===== src/include/pllc_pkg.sv =====
`default_nettype none
package pllc_pkg;
  // ==========================================================================
  // Register map.
  localparam logic [7:0] REG_CTRL_OFS = 8'h12;
  localparam logic [7:0] REG_LOOP_OFS = 8'h14;
  localparam logic [7:0] REG_DIV_OFS = 8'h15;
  localparam logic [7:0] CTRL_RST = 8'h00;
  localparam logic [7:0] LOOP_RST = 8'hE7;
  localparam logic [7:0] DIV_RST = 8'h00;
  // ==========================================================================
  // Field positions.
  localparam int CTRL_EN_BIT = 7;
  localparam int CTRL_MAN_BIT = 6;
  localparam int DIV_CROSS_BIT = 4;
  localparam int DIV_LOOP_LSB = 6;
  localparam int DIV_VCO_LSB = 0;
  // ==========================================================================
  // Band and loop constants.
  localparam int BAND_COUNT = 64;
  localparam logic [5:0] BAND_LAST = 6'h3F;
  localparam logic [8:0] BAND_BASE = 9'h0C8;
  localparam logic [8:0] BAND_STEP = 9'h003;
  localparam logic [3:0] FINE_MID = 4'h8;
  localparam logic [3:0] FINE_MAX = 4'hF;
  localparam logic [3:0] FINE_MIN = 4'h0;
  localparam logic [3:0] SEARCH_WINDOW = 4'h8;
  localparam logic [1:0] LOCK_HITS = 2'h3;
endpackage : pllc_pkg
`default_nettype wire


===== src/logic/pllc_div.sv =====
`timescale 1ns/1ns
`default_nettype none
module pllc_div #(
  parameter int W = 4
) (
  input wire logic clk_i,
  input wire logic rst_n_i,
  input wire logic clear_i,
  input wire logic tick_i,
  input wire logic [W-1:0] ratio_i,
  output logic tick_o
);
  logic [W-1:0] cnt_r;
  logic last;

  // A ratio of zero behaves as one, so a divider never stalls the chain.
  assign last = (cnt_r >= ratio_i - W'(1)) || (ratio_i == '0);
  assign tick_o = tick_i && last;

  always_ff @(posedge clk_i or negedge rst_n_i) begin
    if (!rst_n_i) begin
      cnt_r <= '0;
    end else if (clear_i) begin
      cnt_r <= '0;
    end else if (tick_i) begin
      cnt_r <= last ? '0 : cnt_r + W'(1);
    end
  end
endmodule : pllc_div
`default_nettype wire


===== src/logic/pllc_top.sv =====
// Function
// - Enable set: sample clock comes from the multiplied reference; direct input ignored.
// - Enable clear: multiplier powered down, sample clock taken from direct input.
// - VCO rate equals reference rate times loop ratio times VCO ratio.
// - Sample clock equals reference times loop ratio; VCO divider feeds loop divider.
// - VCO offers 64 overlapping bands; best code is found per device.
// - Writing control 0xC0 then 0x80 runs the automatic band search.
// - Chosen band holds lock over temperature; fine loop tracks drift without rebanding.
// - Manual mode uses the written band code directly as VCO band.
`timescale 1ns/1ns
`default_nettype none
module pllc_top (
  input wire logic clk_i,
  input wire logic rst_n_i,
  input wire logic reg_wr_i,
  input wire logic reg_rd_i,
  input wire logic [7:0] reg_addr_i,
  input wire logic [7:0] reg_wdata_i,
  output logic [7:0] reg_rdata_o,
  input wire logic reference_clock_in_tick_i,
  input wire logic sample_clock_direct_tick_i,
  output logic sample_clock_tick_o,
  output logic pll_power_down_o,
  output logic pll_locked_o,
  output logic search_busy_o,
  output logic [5:0] vco_band_o
);
  // ==========================================================================
  // Reset synchroniser.
  logic rst_meta_r;
  logic rst_sync_r;
  always_ff @(posedge clk_i or negedge rst_n_i) begin
    if (!rst_n_i) begin
      rst_meta_r <= 1'b0;
      rst_sync_r <= 1'b0;
    end else begin
      rst_meta_r <= 1'b1;
      rst_sync_r <= rst_meta_r;
    end
  end

  // ==========================================================================
  // Register file.
  logic [7:0] ctrl_r;
  logic [7:0] loop_r;
  logic [7:0] div_r;
  logic wr_ctrl;
  logic start_search;
  assign wr_ctrl = reg_wr_i && (reg_addr_i == pllc_pkg::REG_CTRL_OFS);
  // Only a manual-to-automatic change while enabled launches a search.
  assign start_search = wr_ctrl && ctrl_r[pllc_pkg::CTRL_EN_BIT] && ctrl_r[pllc_pkg::CTRL_MAN_BIT] &&
                        reg_wdata_i[pllc_pkg::CTRL_EN_BIT] && !reg_wdata_i[pllc_pkg::CTRL_MAN_BIT];

  always_ff @(posedge clk_i or negedge rst_sync_r) begin
    if (!rst_sync_r) begin
      ctrl_r <= pllc_pkg::CTRL_RST;
      loop_r <= pllc_pkg::LOOP_RST;
      div_r <= pllc_pkg::DIV_RST;
    end else if (reg_wr_i) begin
      if (reg_addr_i == pllc_pkg::REG_CTRL_OFS) ctrl_r <= reg_wdata_i;
      if (reg_addr_i == pllc_pkg::REG_LOOP_OFS) loop_r <= reg_wdata_i;
      if (reg_addr_i == pllc_pkg::REG_DIV_OFS) div_r <= reg_wdata_i;
    end
  end

  logic enable;
  logic manual;
  assign enable = ctrl_r[pllc_pkg::CTRL_EN_BIT];
  assign manual = ctrl_r[pllc_pkg::CTRL_MAN_BIT];

  // ==========================================================================
  // Divide ratio decoding.
  function automatic logic [3:0] loop_ratio(input logic [1:0] code);
    loop_ratio = 4'h1 << code;
  endfunction : loop_ratio

  function automatic logic [3:0] vco_ratio(input logic [1:0] code);
    unique case (code)
      2'h0: vco_ratio = 4'h4;
      2'h1: vco_ratio = 4'h2;
      default: vco_ratio = 4'h1;
    endcase
  endfunction : vco_ratio

  logic [3:0] loop_divide_ratio;
  logic [3:0] vco_divide_ratio;
  assign loop_divide_ratio = loop_ratio(div_r[pllc_pkg::DIV_LOOP_LSB +: 2]);
  assign vco_divide_ratio = vco_ratio(div_r[pllc_pkg::DIV_VCO_LSB +: 2]);

  // ==========================================================================
  // Band search state machine.
  typedef enum logic [1:0] {
    PLLC_IDLE = 2'b01,
    PLLC_MEASURE = 2'b10
  } pllc_state_e;

  pllc_state_e state_r;
  logic [5:0] auto_band_r;
  logic [3:0] win_ref_r;
  logic [4:0] win_fb_r;
  logic fb_tick;
  logic [5:0] band_sel;
  logic searching;
  logic win_restart;
  assign searching = (state_r == PLLC_MEASURE);
  // Each measuring window restarts the divider chain from a known phase.
  // Otherwise a free-running phase lets a slow band score a full window and stop the search early.
  assign win_restart = (start_search && !searching) ||
                       (searching && reference_clock_in_tick_i && (win_ref_r == pllc_pkg::SEARCH_WINDOW - 4'h1));
  // Manual mode feeds the written code straight to the VCO.
  assign band_sel = manual ? ctrl_r[5:0] : auto_band_r;

  always_ff @(posedge clk_i or negedge rst_sync_r) begin
    if (!rst_sync_r) begin
      state_r <= PLLC_IDLE;
      auto_band_r <= 6'h00;
      win_ref_r <= 4'h0;
      win_fb_r <= 5'h00;
    end else if (!enable) begin
      state_r <= PLLC_IDLE;
    end else begin
      unique case (state_r)
        PLLC_IDLE: begin
          if (start_search) begin
            state_r <= PLLC_MEASURE;
            auto_band_r <= 6'h00;
            win_ref_r <= 4'h0;
            win_fb_r <= 5'h00;
          end
        end
        PLLC_MEASURE: begin
          if (fb_tick && (win_fb_r != 5'h1F)) win_fb_r <= win_fb_r + 5'h01;
          if (reference_clock_in_tick_i) begin
            if (win_ref_r == pllc_pkg::SEARCH_WINDOW - 4'h1) begin
              // The first band fast enough keeps the fine loop near mid-range,
              // which leaves headroom for temperature drift in both directions.
              if ((win_fb_r >= {1'b0, pllc_pkg::SEARCH_WINDOW}) || (auto_band_r == pllc_pkg::BAND_LAST)) begin
                state_r <= PLLC_IDLE;
              end else begin
                auto_band_r <= auto_band_r + 6'h01;
              end
              win_ref_r <= 4'h0;
              win_fb_r <= 5'h00;
            end else begin
              win_ref_r <= win_ref_r + 4'h1;
            end
          end
        end
      endcase
    end
  end

  // ==========================================================================
  // VCO model and fine tracking loop.
  logic [3:0] fine_r;
  logic [1:0] fb_seen_r;
  logic [1:0] hits_r;
  logic [8:0] vco_period;
  logic vco_tick;
  logic div_tick;
  assign vco_period = pllc_pkg::BAND_BASE - 9'(band_sel * pllc_pkg::BAND_STEP) + {5'h00, fine_r};

  always_ff @(posedge clk_i or negedge rst_sync_r) begin
    if (!rst_sync_r) begin
      fine_r <= pllc_pkg::FINE_MID;
      fb_seen_r <= 2'h0;
      hits_r <= 2'h0;
    end else if (!enable || searching) begin
      fine_r <= pllc_pkg::FINE_MID;
      fb_seen_r <= 2'h0;
      hits_r <= 2'h0;
    end else if (reference_clock_in_tick_i) begin
      // One feedback edge per reference edge means the loop is in balance.
      fb_seen_r <= 2'h0;
      if (fb_seen_r > 2'h1) begin
        if (fine_r != pllc_pkg::FINE_MAX) fine_r <= fine_r + 4'h1;
        hits_r <= 2'h0;
      end else if (fb_seen_r == 2'h0) begin
        if (fine_r != pllc_pkg::FINE_MIN) fine_r <= fine_r - 4'h1;
        hits_r <= 2'h0;
      end else if (hits_r != pllc_pkg::LOCK_HITS) begin
        hits_r <= hits_r + 2'h1;
      end
    end else if (fb_tick && (fb_seen_r != 2'h3)) begin
      fb_seen_r <= fb_seen_r + 2'h1;
    end
  end

  pllc_div #(.W(9)) u_vco (
    .clk_i(clk_i),
    .rst_n_i(rst_sync_r),
    .clear_i(!enable || win_restart),
    .tick_i(1'b1),
    .ratio_i(vco_period),
    .tick_o(vco_tick)
  );

  pllc_div #(.W(4)) u_vco_div (
    .clk_i(clk_i),
    .rst_n_i(rst_sync_r),
    .clear_i(!enable || win_restart),
    .tick_i(vco_tick),
    .ratio_i(vco_divide_ratio),
    .tick_o(div_tick)
  );

  pllc_div #(.W(4)) u_loop_div (
    .clk_i(clk_i),
    .rst_n_i(rst_sync_r),
    .clear_i(!enable || win_restart),
    .tick_i(div_tick),
    .ratio_i(loop_divide_ratio),
    .tick_o(fb_tick)
  );

  // ==========================================================================
  // Outputs and read-back.
  always_ff @(posedge clk_i or negedge rst_sync_r) begin
    if (!rst_sync_r) begin
      sample_clock_tick_o <= 1'b0;
      pll_power_down_o <= 1'b1;
      pll_locked_o <= 1'b0;
      search_busy_o <= 1'b0;
      vco_band_o <= 6'h00;
    end else begin
      sample_clock_tick_o <= enable ? div_tick : sample_clock_direct_tick_i;
      pll_power_down_o <= !enable;
      pll_locked_o <= enable && !searching && (hits_r == pllc_pkg::LOCK_HITS);
      search_busy_o <= searching;
      vco_band_o <= band_sel;
    end
  end

  always_ff @(posedge clk_i or negedge rst_sync_r) begin
    if (!rst_sync_r) begin
      reg_rdata_o <= 8'h00;
    end else if (reg_rd_i) begin
      unique case (reg_addr_i)
        pllc_pkg::REG_CTRL_OFS: reg_rdata_o <= {ctrl_r[7:6], band_sel};
        pllc_pkg::REG_LOOP_OFS: reg_rdata_o <= loop_r;
        pllc_pkg::REG_DIV_OFS: reg_rdata_o <= div_r;
        default: reg_rdata_o <= 8'h00;
      endcase
    end
  end
endmodule : pllc_top
`default_nettype wire

===== config.mk =====
export PLATFORM = sky130hd
export DESIGN_NAME = pllc_top
export DESIGN_NICKNAME = d
export VERILOG_FILES = /design/src/include/pllc_pkg.sv /design/src/logic/pllc_div.sv /design/src/logic/pllc_top.sv
export SDC_FILE = /design/constraint.sdc
export NUM_CORES = 1
export LEC_CHECK = 0
export BUFFER_PORTS_ARGS = -buffer_cell sky130_fd_sc_hd__buf_4
export CORE_MARGIN = 2
export CORE_UTILIZATION = 25
export CTS_BUF_LIST = sky130_fd_sc_hd__clkbuf_8
export DETAILED_ROUTE_END_ITERATION = 8
export SKIP_LAST_GASP = 1
export SYNTH_ARGS = -nofsm -noshare
export SYNTH_HDL_FRONTEND = slang
export SYNTH_SLANG_ARGS = --single-unit
export TNS_END_PERCENT = 1

===== constraint.sdc =====
create_clock -name clk_i -period 2.45 [get_ports clk_i]
set_input_delay 0.245 -clock clk_i [delete_from_list [all_inputs] [get_ports clk_i]]
set_output_delay 0.245 -clock clk_i [all_outputs]
set_load 0.01 [all_outputs]

==> impl_metrics.tcl, run 1 <==
set metrics [dict create \
    dr.pass1.iters 4 \
    via_per_inst 4.52 \
    ys.flop_type "dfrtp_1" \
    design_area_um2 6690 \
    top_layer_used "met4" \
    synth_commonest_cells "dfrtp_1, ha_1, nor2_1" \
    synth_area_um2 5130 \
    wl_met2_um 5490 \
    grt.total_usage 0.114 \
    hold_viol_final 0 \
    seq_area_frac_synth 0.422 \
    post-route-period-util 1.86 \
    synth_top_family_by_area "simple AND/OR/NAND/NOR gates" \
    endpoint_kind "register" \
    fmaxAchievable_mhz 220 \
    synth_enable_flop_cells 0 \
    synth_top_area_frac 0.375 \
    ant_nets 0 \
    synth-seq-cells 86 \
    clkTransAtPathRegs_ns 0.09 \
    port-buffer-count 39 \
    yosysWarnings 0 \
    detailed_place_hpwl_um 8770 \
    dieArea_um2 21700 \
    wl_met3_um 347 \
    max_cap_violations 0 \
    grt-ovfl-total 0 \
    tns_ns -49.01 \
    synth_fa_ha_area_frac 0.132 \
    antenna_cells 0 \
    wl_met1_um 5910 \
    drt-initial-drc-count 223 \
    yosys.area_share.simple 0.158 \
    nFillCells 2111 \
    cts.sinks 86 \
    fin_ws_ns -2.10 \
    initial_core_util 0.254 \
    clock_path_buffers 2 \
    vias 3950 \
    cp.required_ns 2.73 \
    place.gp.congestion 0.880 \
    dp.cells 851 \
    yosysUniqueCellTypes 66 \
    synthArstFlopShare 1.00 \
    violations "setup timing" \
    routedWlPerCell_um 13.6 \
    slew_viol_final 0 \
    setup-violations-final 25 \
    avgSynthCellArea_um2 10.5 \
    hp-class "in -> reg" \
    relSlewSlack 0.613 \
    p_leak_nw 3.11 \
    placed_cell_area_um2 6290 \
    clock_latency_ns 0.39 \
    rsz0062_at_grt "yes" \
    synthCells 487 \
    root_buffer "clkbuf_8" \
    grt_pass1_vias 3978 \
    io_pins 40 \
    min_period_ns 4.55 \
    synth_largest_area_cell "dfrtp_1" \
    synth.area.top_cells "dfrtp_1, ha_1, mux2_2" \
    critical_path_class "reg -> reg" \
    cts_buffers 9 \
    die_w_um 147 \
    grt_pass1_wl_um 19900 \
    drive_gt1_frac 0.371 \
    multiInputGateArea_um2 3020 \
    cts_tree "yes" \
    power_density_nw_per_um2 426 \
    cp.arrival_ns 4.82 \
    dieHeight_um 147 \
    synth_mux_area_frac 0.0917 \
    synth-compound-area-share 0.124 \
    skew_ns 0.0161 \
    critPathMaxFanout 5 \
    outcome "complete, but fails checks" \
    final_nets 671 \
    final_cells 873 \
    antenna_found_initial 0 \
    area.growth.synth_to_final_pct 30.4 \
    worst_slew_pin_slew_ns 0.581 \
    timing.hold.ws_ns 0.0939 \
    rows 52 \
    yosys.area_share.xor_xnor 0.0373 \
    total_power_mw 2.85 \
    grt_max_degree 45 \
    drcViolationCount 0 \
    yosysMostFrequentCell "dfrtp_1" \
    htree_levels 3 \
    startpoint_type "register" \
    ir_worst_vdd_mv 0.284 \
    core-area_um2 20200 \
    drt-total-wl_um 11900 \
    final-seq-area_um2 2170 \
]
==> where the power goes <==
group	total (mW)	switching [mW]	leakage, nW	internal, mW
combinational	0.360	0.173	1.88	0.187
clock	0.999	0.607	0.0980	0.392
sequential	1.49	0.0350	1.13	1.46
total	2.85	0.815	3.11	2.04
==> area by class of cell <==
cell class | count | area share
inverters | 33 | 0.0185
clock buffers | 9 | 0.0185
repair buffers | 111 | 0.128
well taps | 270 | 0.0505
multi-input cells | 357 | 0.451
flip-flops and latches | 86 | 0.324
clock inverters | 7 | 0.00935
==> flip-flops by register name, summed over array words and instances (netlist names) <==
name / cells
u_vco.cnt_r: 9
ctrl_r: 8
div_r: 8
loop_r: 8
reg_rdata_o: 8
auto_band_r: 6
vco_band_o: 6
win_fb_r: 5
fine_r: 4
u_loop_div.cnt_r: 4
u_vco_div.cnt_r: 4
win_ref_r: 4
fb_seen_r: 2
hits_r: 2
state_r: 2
pll_locked_o: 1
pll_power_down_o: 1
rst_meta_r: 1
rst_sync_r: 1
sample_clock_tick_o: 1
search_busy_o: 1
==> cell usage in the layout (no fill, tap or decap), types with 5 or more instances in the layout <==
cell type | netlist | routed
a21oi_1 | 24 | 20
a22oi_1 | 9 | 9
and3_1 | 8 | 7
buf_4 | 0 | 107
clkbuf_8 | 0 | 9
dfrtp_1 | 77 | 75
dfstp_2 | 9 | 9
ha_1 | 46 | 41
ha_4 | 0 | 5
inv_1 | 33 | 31
mux2_2 | 40 | 35
mux2_4 | 0 | 5
nand2_1 | 25 | 24
nand2b_1 | 8 | 8
nand3_1 | 15 | 15
nand4_1 | 11 | 11
nor2_1 | 44 | 40
o21ai_0 | 16 | 16
xnor2_1 | 9 | 9
xor2_1 | 11 | 11
==> kinds of logic (layout without fill, tap and decap cells) <==
group                      after synthesis  after routing
AOI/OAI and AO/OA                       91             92
adders and majority gates               51             51
buffers and inverters                   47            160
xor gates and xnor gates                21             21
DFF                                     86             86
muxes                                   42             42
and+or+nand+nor                        148            148
other                                    1              3
==> final timing paths <==
| kind | to | slack (ns) | from | cells after the start |
|---|---|---|---|---|
| max in group asynchronous | loop_r[0] | 1.43 | rst_sync_r | 1 |
| min | sample_clock_tick_o | 0.09 | sample_clock_direct_tick_i | 2 |
| max | win_fb_r[0] | -2.10 | ctrl_r[6] | 17 |
| max reg2reg | win_fb_r[0] | -2.10 | ctrl_r[6] | 17 |
| min in group asynchronous | rst_sync_r | 0.17 | rst_n_i | 2 |
| min reg2reg | u_vco_div.cnt_r[0] | 0.33 | rst_sync_r | 0 |
==> what timing repair did <==
| action | CTS | global route |
|---|---|---|
| gates cloned | 0 | 1 |
| resized for setup | 5 | 27 |
| pin swaps | 3 | 15 |
| hold buffers | 1 | 0 |
| setup buffers | 1 | 3 |
| hold endpoints to repair | 2 | 0 |
| setup endpoints to repair | 25 | 25 |
==> through the flow <==
stage | worst slack (ns) | utilization
finish | -2.10 | 0.332
global route | -2.27 | 0.332
CTS | -2.07 | 0.323
detailed placement | -2.09 | 0.312
global placement | -2.04 | 0.312
floorplan | -1.92 | -
==> critical path: stages (launching register included) <==
cell      delay [ns]
dfrtp_2         0.47
buf_6           0.14
mux2_4          0.31
ha_4            0.26
inv_1           0.04
fa_2            0.58
fa_2            0.47
nor2_4          0.13
buf_6           0.11
nand4_1         0.15
xor2_1          0.20
ha_1            0.30
nand2_2         0.06
o211ai_1        0.20
a21oi_2         0.09
o32a_4          0.24
o41a_1          0.42
mux2_4          0.28
==> metal layers <==
layer  global-route usage  up-vias
met3               0.0255       12
li1                     -     1971
met5                    0        -
met2                0.176       44
met4               0.0356        0
met1                0.159     1923
Power figures use the tool's default switching activity.
==> run 2: changes to the inputs <==
Settings changed: SKIP_CTS_REPAIR_TIMING from default to 1.
==> impl_metrics.tcl, run 2 (synthesis results as in run 1) <==
set metrics [dict create \
    outcome "complete, but fails checks" \
    violations "setup timing" \
    io_pins 40 \
    place.gp.congestion 0.880 \
    endpoint_kind "register" \
    setup-violations-final 25 \
    fin_util 0.334 \
    crit_path_max_incr_delay_ns 0.59 \
    cp.arrival_ns 4.81 \
    cts_buffers 9 \
    area.growth.synth_to_final_pct 31.1 \
    hp-class "in -> reg" \
    cts.sinks 86 \
    relSlewSlack 0.613 \
    drcViolationCount 0 \
    routedWlPerCell_um 13.7 \
    slew_viol_final 0 \
    clock_latency_ns 0.39 \
    cp.required_ns 2.73 \
    rsz0062_at_grt "yes" \
    final_nets 674 \
    ir_worst_vdd_mv 0.284 \
    final_common_cell "buf_4" \
    clock_path_buffers 2 \
    port-buffer-count 39 \
    cpLargestDelayFamily "adder cells" \
    fmaxAchievable_mhz 220 \
    dieHeight_um 147 \
    drive_gt1_frac 0.376 \
    power_density_nw_per_um2 426 \
    critical_path_class "reg -> reg" \
    root_buffer "clkbuf_8" \
    critPathMaxFanout 5 \
    detailed_place_hpwl_um 8770 \
    grt.total_usage 0.114 \
    grt_pass1_wl_um 19900 \
    rows 52 \
    post-route-period-util 1.85 \
    ant_nets 0 \
    die_w_um 147 \
    antenna_found_initial 0 \
    p_leak_nw 3.13 \
    grt_pass1_vias 3966 \
    clkTransAtPathRegs_ns 0.10 \
    dr.pass1.iters 4 \
    hold_viol_final 0 \
    cts_tree "yes" \
    final_cells 876 \
    crit_chain "buf_6 -> mux2_4 -> ha_4 -> inv_2 -> fa_2 -> fa_2 -> nor2_4 -> buf_6 -> nand4_1 -> xor2_1 -> ha_1 -> nand2_2 -> o211ai_1 -> a21oi_2 -> o32a_4 -> o41a_1 -> mux2_4" \
    core-area_um2 20200 \
    final_cell_mix "buf_4, dfrtp_1, nor2_1, ha_1, mux2_2" \
    drt-total-wl_um 12000 \
    min_period_ns 4.54 \
    largest_reg_flops 9 \
    top_register "u_vco.cnt_r" \
    fin_ws_ns -2.09 \
    drt-initial-drc-count 194 \
    dp.cells 851 \
    final-seq-area_um2 2170 \
    startpoint_type "register" \
    critPathSlowestCell "fa_2" \
    worst_slew_pin_slew_ns 0.580 \
    htree_levels 3 \
    timing.hold.ws_ns 0.0918 \
    vias 3958 \
    grt-ovfl-total 0 \
    max_cap_violations 0 \
    antenna_cells 0 \
    skew_ns 0.0158 \
    via_per_inst 4.52 \
    multiInputGateArea_um2 3030 \
    grt_max_degree 45 \
    initial_core_util 0.254 \
    dieArea_um2 21700 \
    crit_buf_inv 3 \
    nFillCells 2111 \
]
[run 2: stage by stage]
step / instance area, um2 / setup TNS [ns] / setup slack (ns) / power (mW)
after floorplan: 5210 / -52.74 / -1.92 / 1.70
after global placement: 6290 / -48.23 / -2.04 / 1.85
after detailed placement: 6290 / -49.49 / -2.09 / 1.86
after CTS: 6480 / -50.05 / -2.12 / 2.88
after global routing: 6730 / -53.49 / -2.25 / 3.01
final: 6730 / -49.02 / -2.09 / 2.87
[run 2: path summary, 6_finish.rpt]
check / start / to / cells after the start / slack (ns)
min reg2reg: rst_sync_r / u_vco_div.cnt_r[0] / 0 / 0.33
max: ctrl_r[6] / win_fb_r[0] / 17 / -2.09
min: sample_clock_direct_tick_i / sample_clock_tick_o / 2 / 0.09
max in group asynchronous: rst_sync_r / loop_r[0] / 1 / 1.43
max reg2reg: ctrl_r[6] / win_fb_r[0] / 17 / -2.09
min in group asynchronous: rst_n_i / rst_sync_r / 2 / 0.17
[run 2: routing by layer]
layer	track usage	vias to the layer above	wire length, um
met5	0	-	0
met4	0.0356	0	125
met3	0.0255	9	347
met2	0.176	52	5560
met1	0.159	1919	5980
li1	-	1978	-
[run 2: where the power goes]
part,internal (mW),leakage [nW],switching [mW]
logic,0.192,1.90,0.174
registers,1.46,1.13,0.0349
clock network,0.392,0.0980,0.617
total,2.04,3.13,0.826
[run 2: final cells by class]
class / count / area share
Clock buffer: 9 / 0.0184
Clock inverter: 7 / 0.00930
Inverter: 33 / 0.0184
Multi-Input combinational cell: 357 / 0.450
Sequential cell: 86 / 0.322
Tap cell: 270 / 0.0502
Timing Repair Buffer: 114 / 0.131
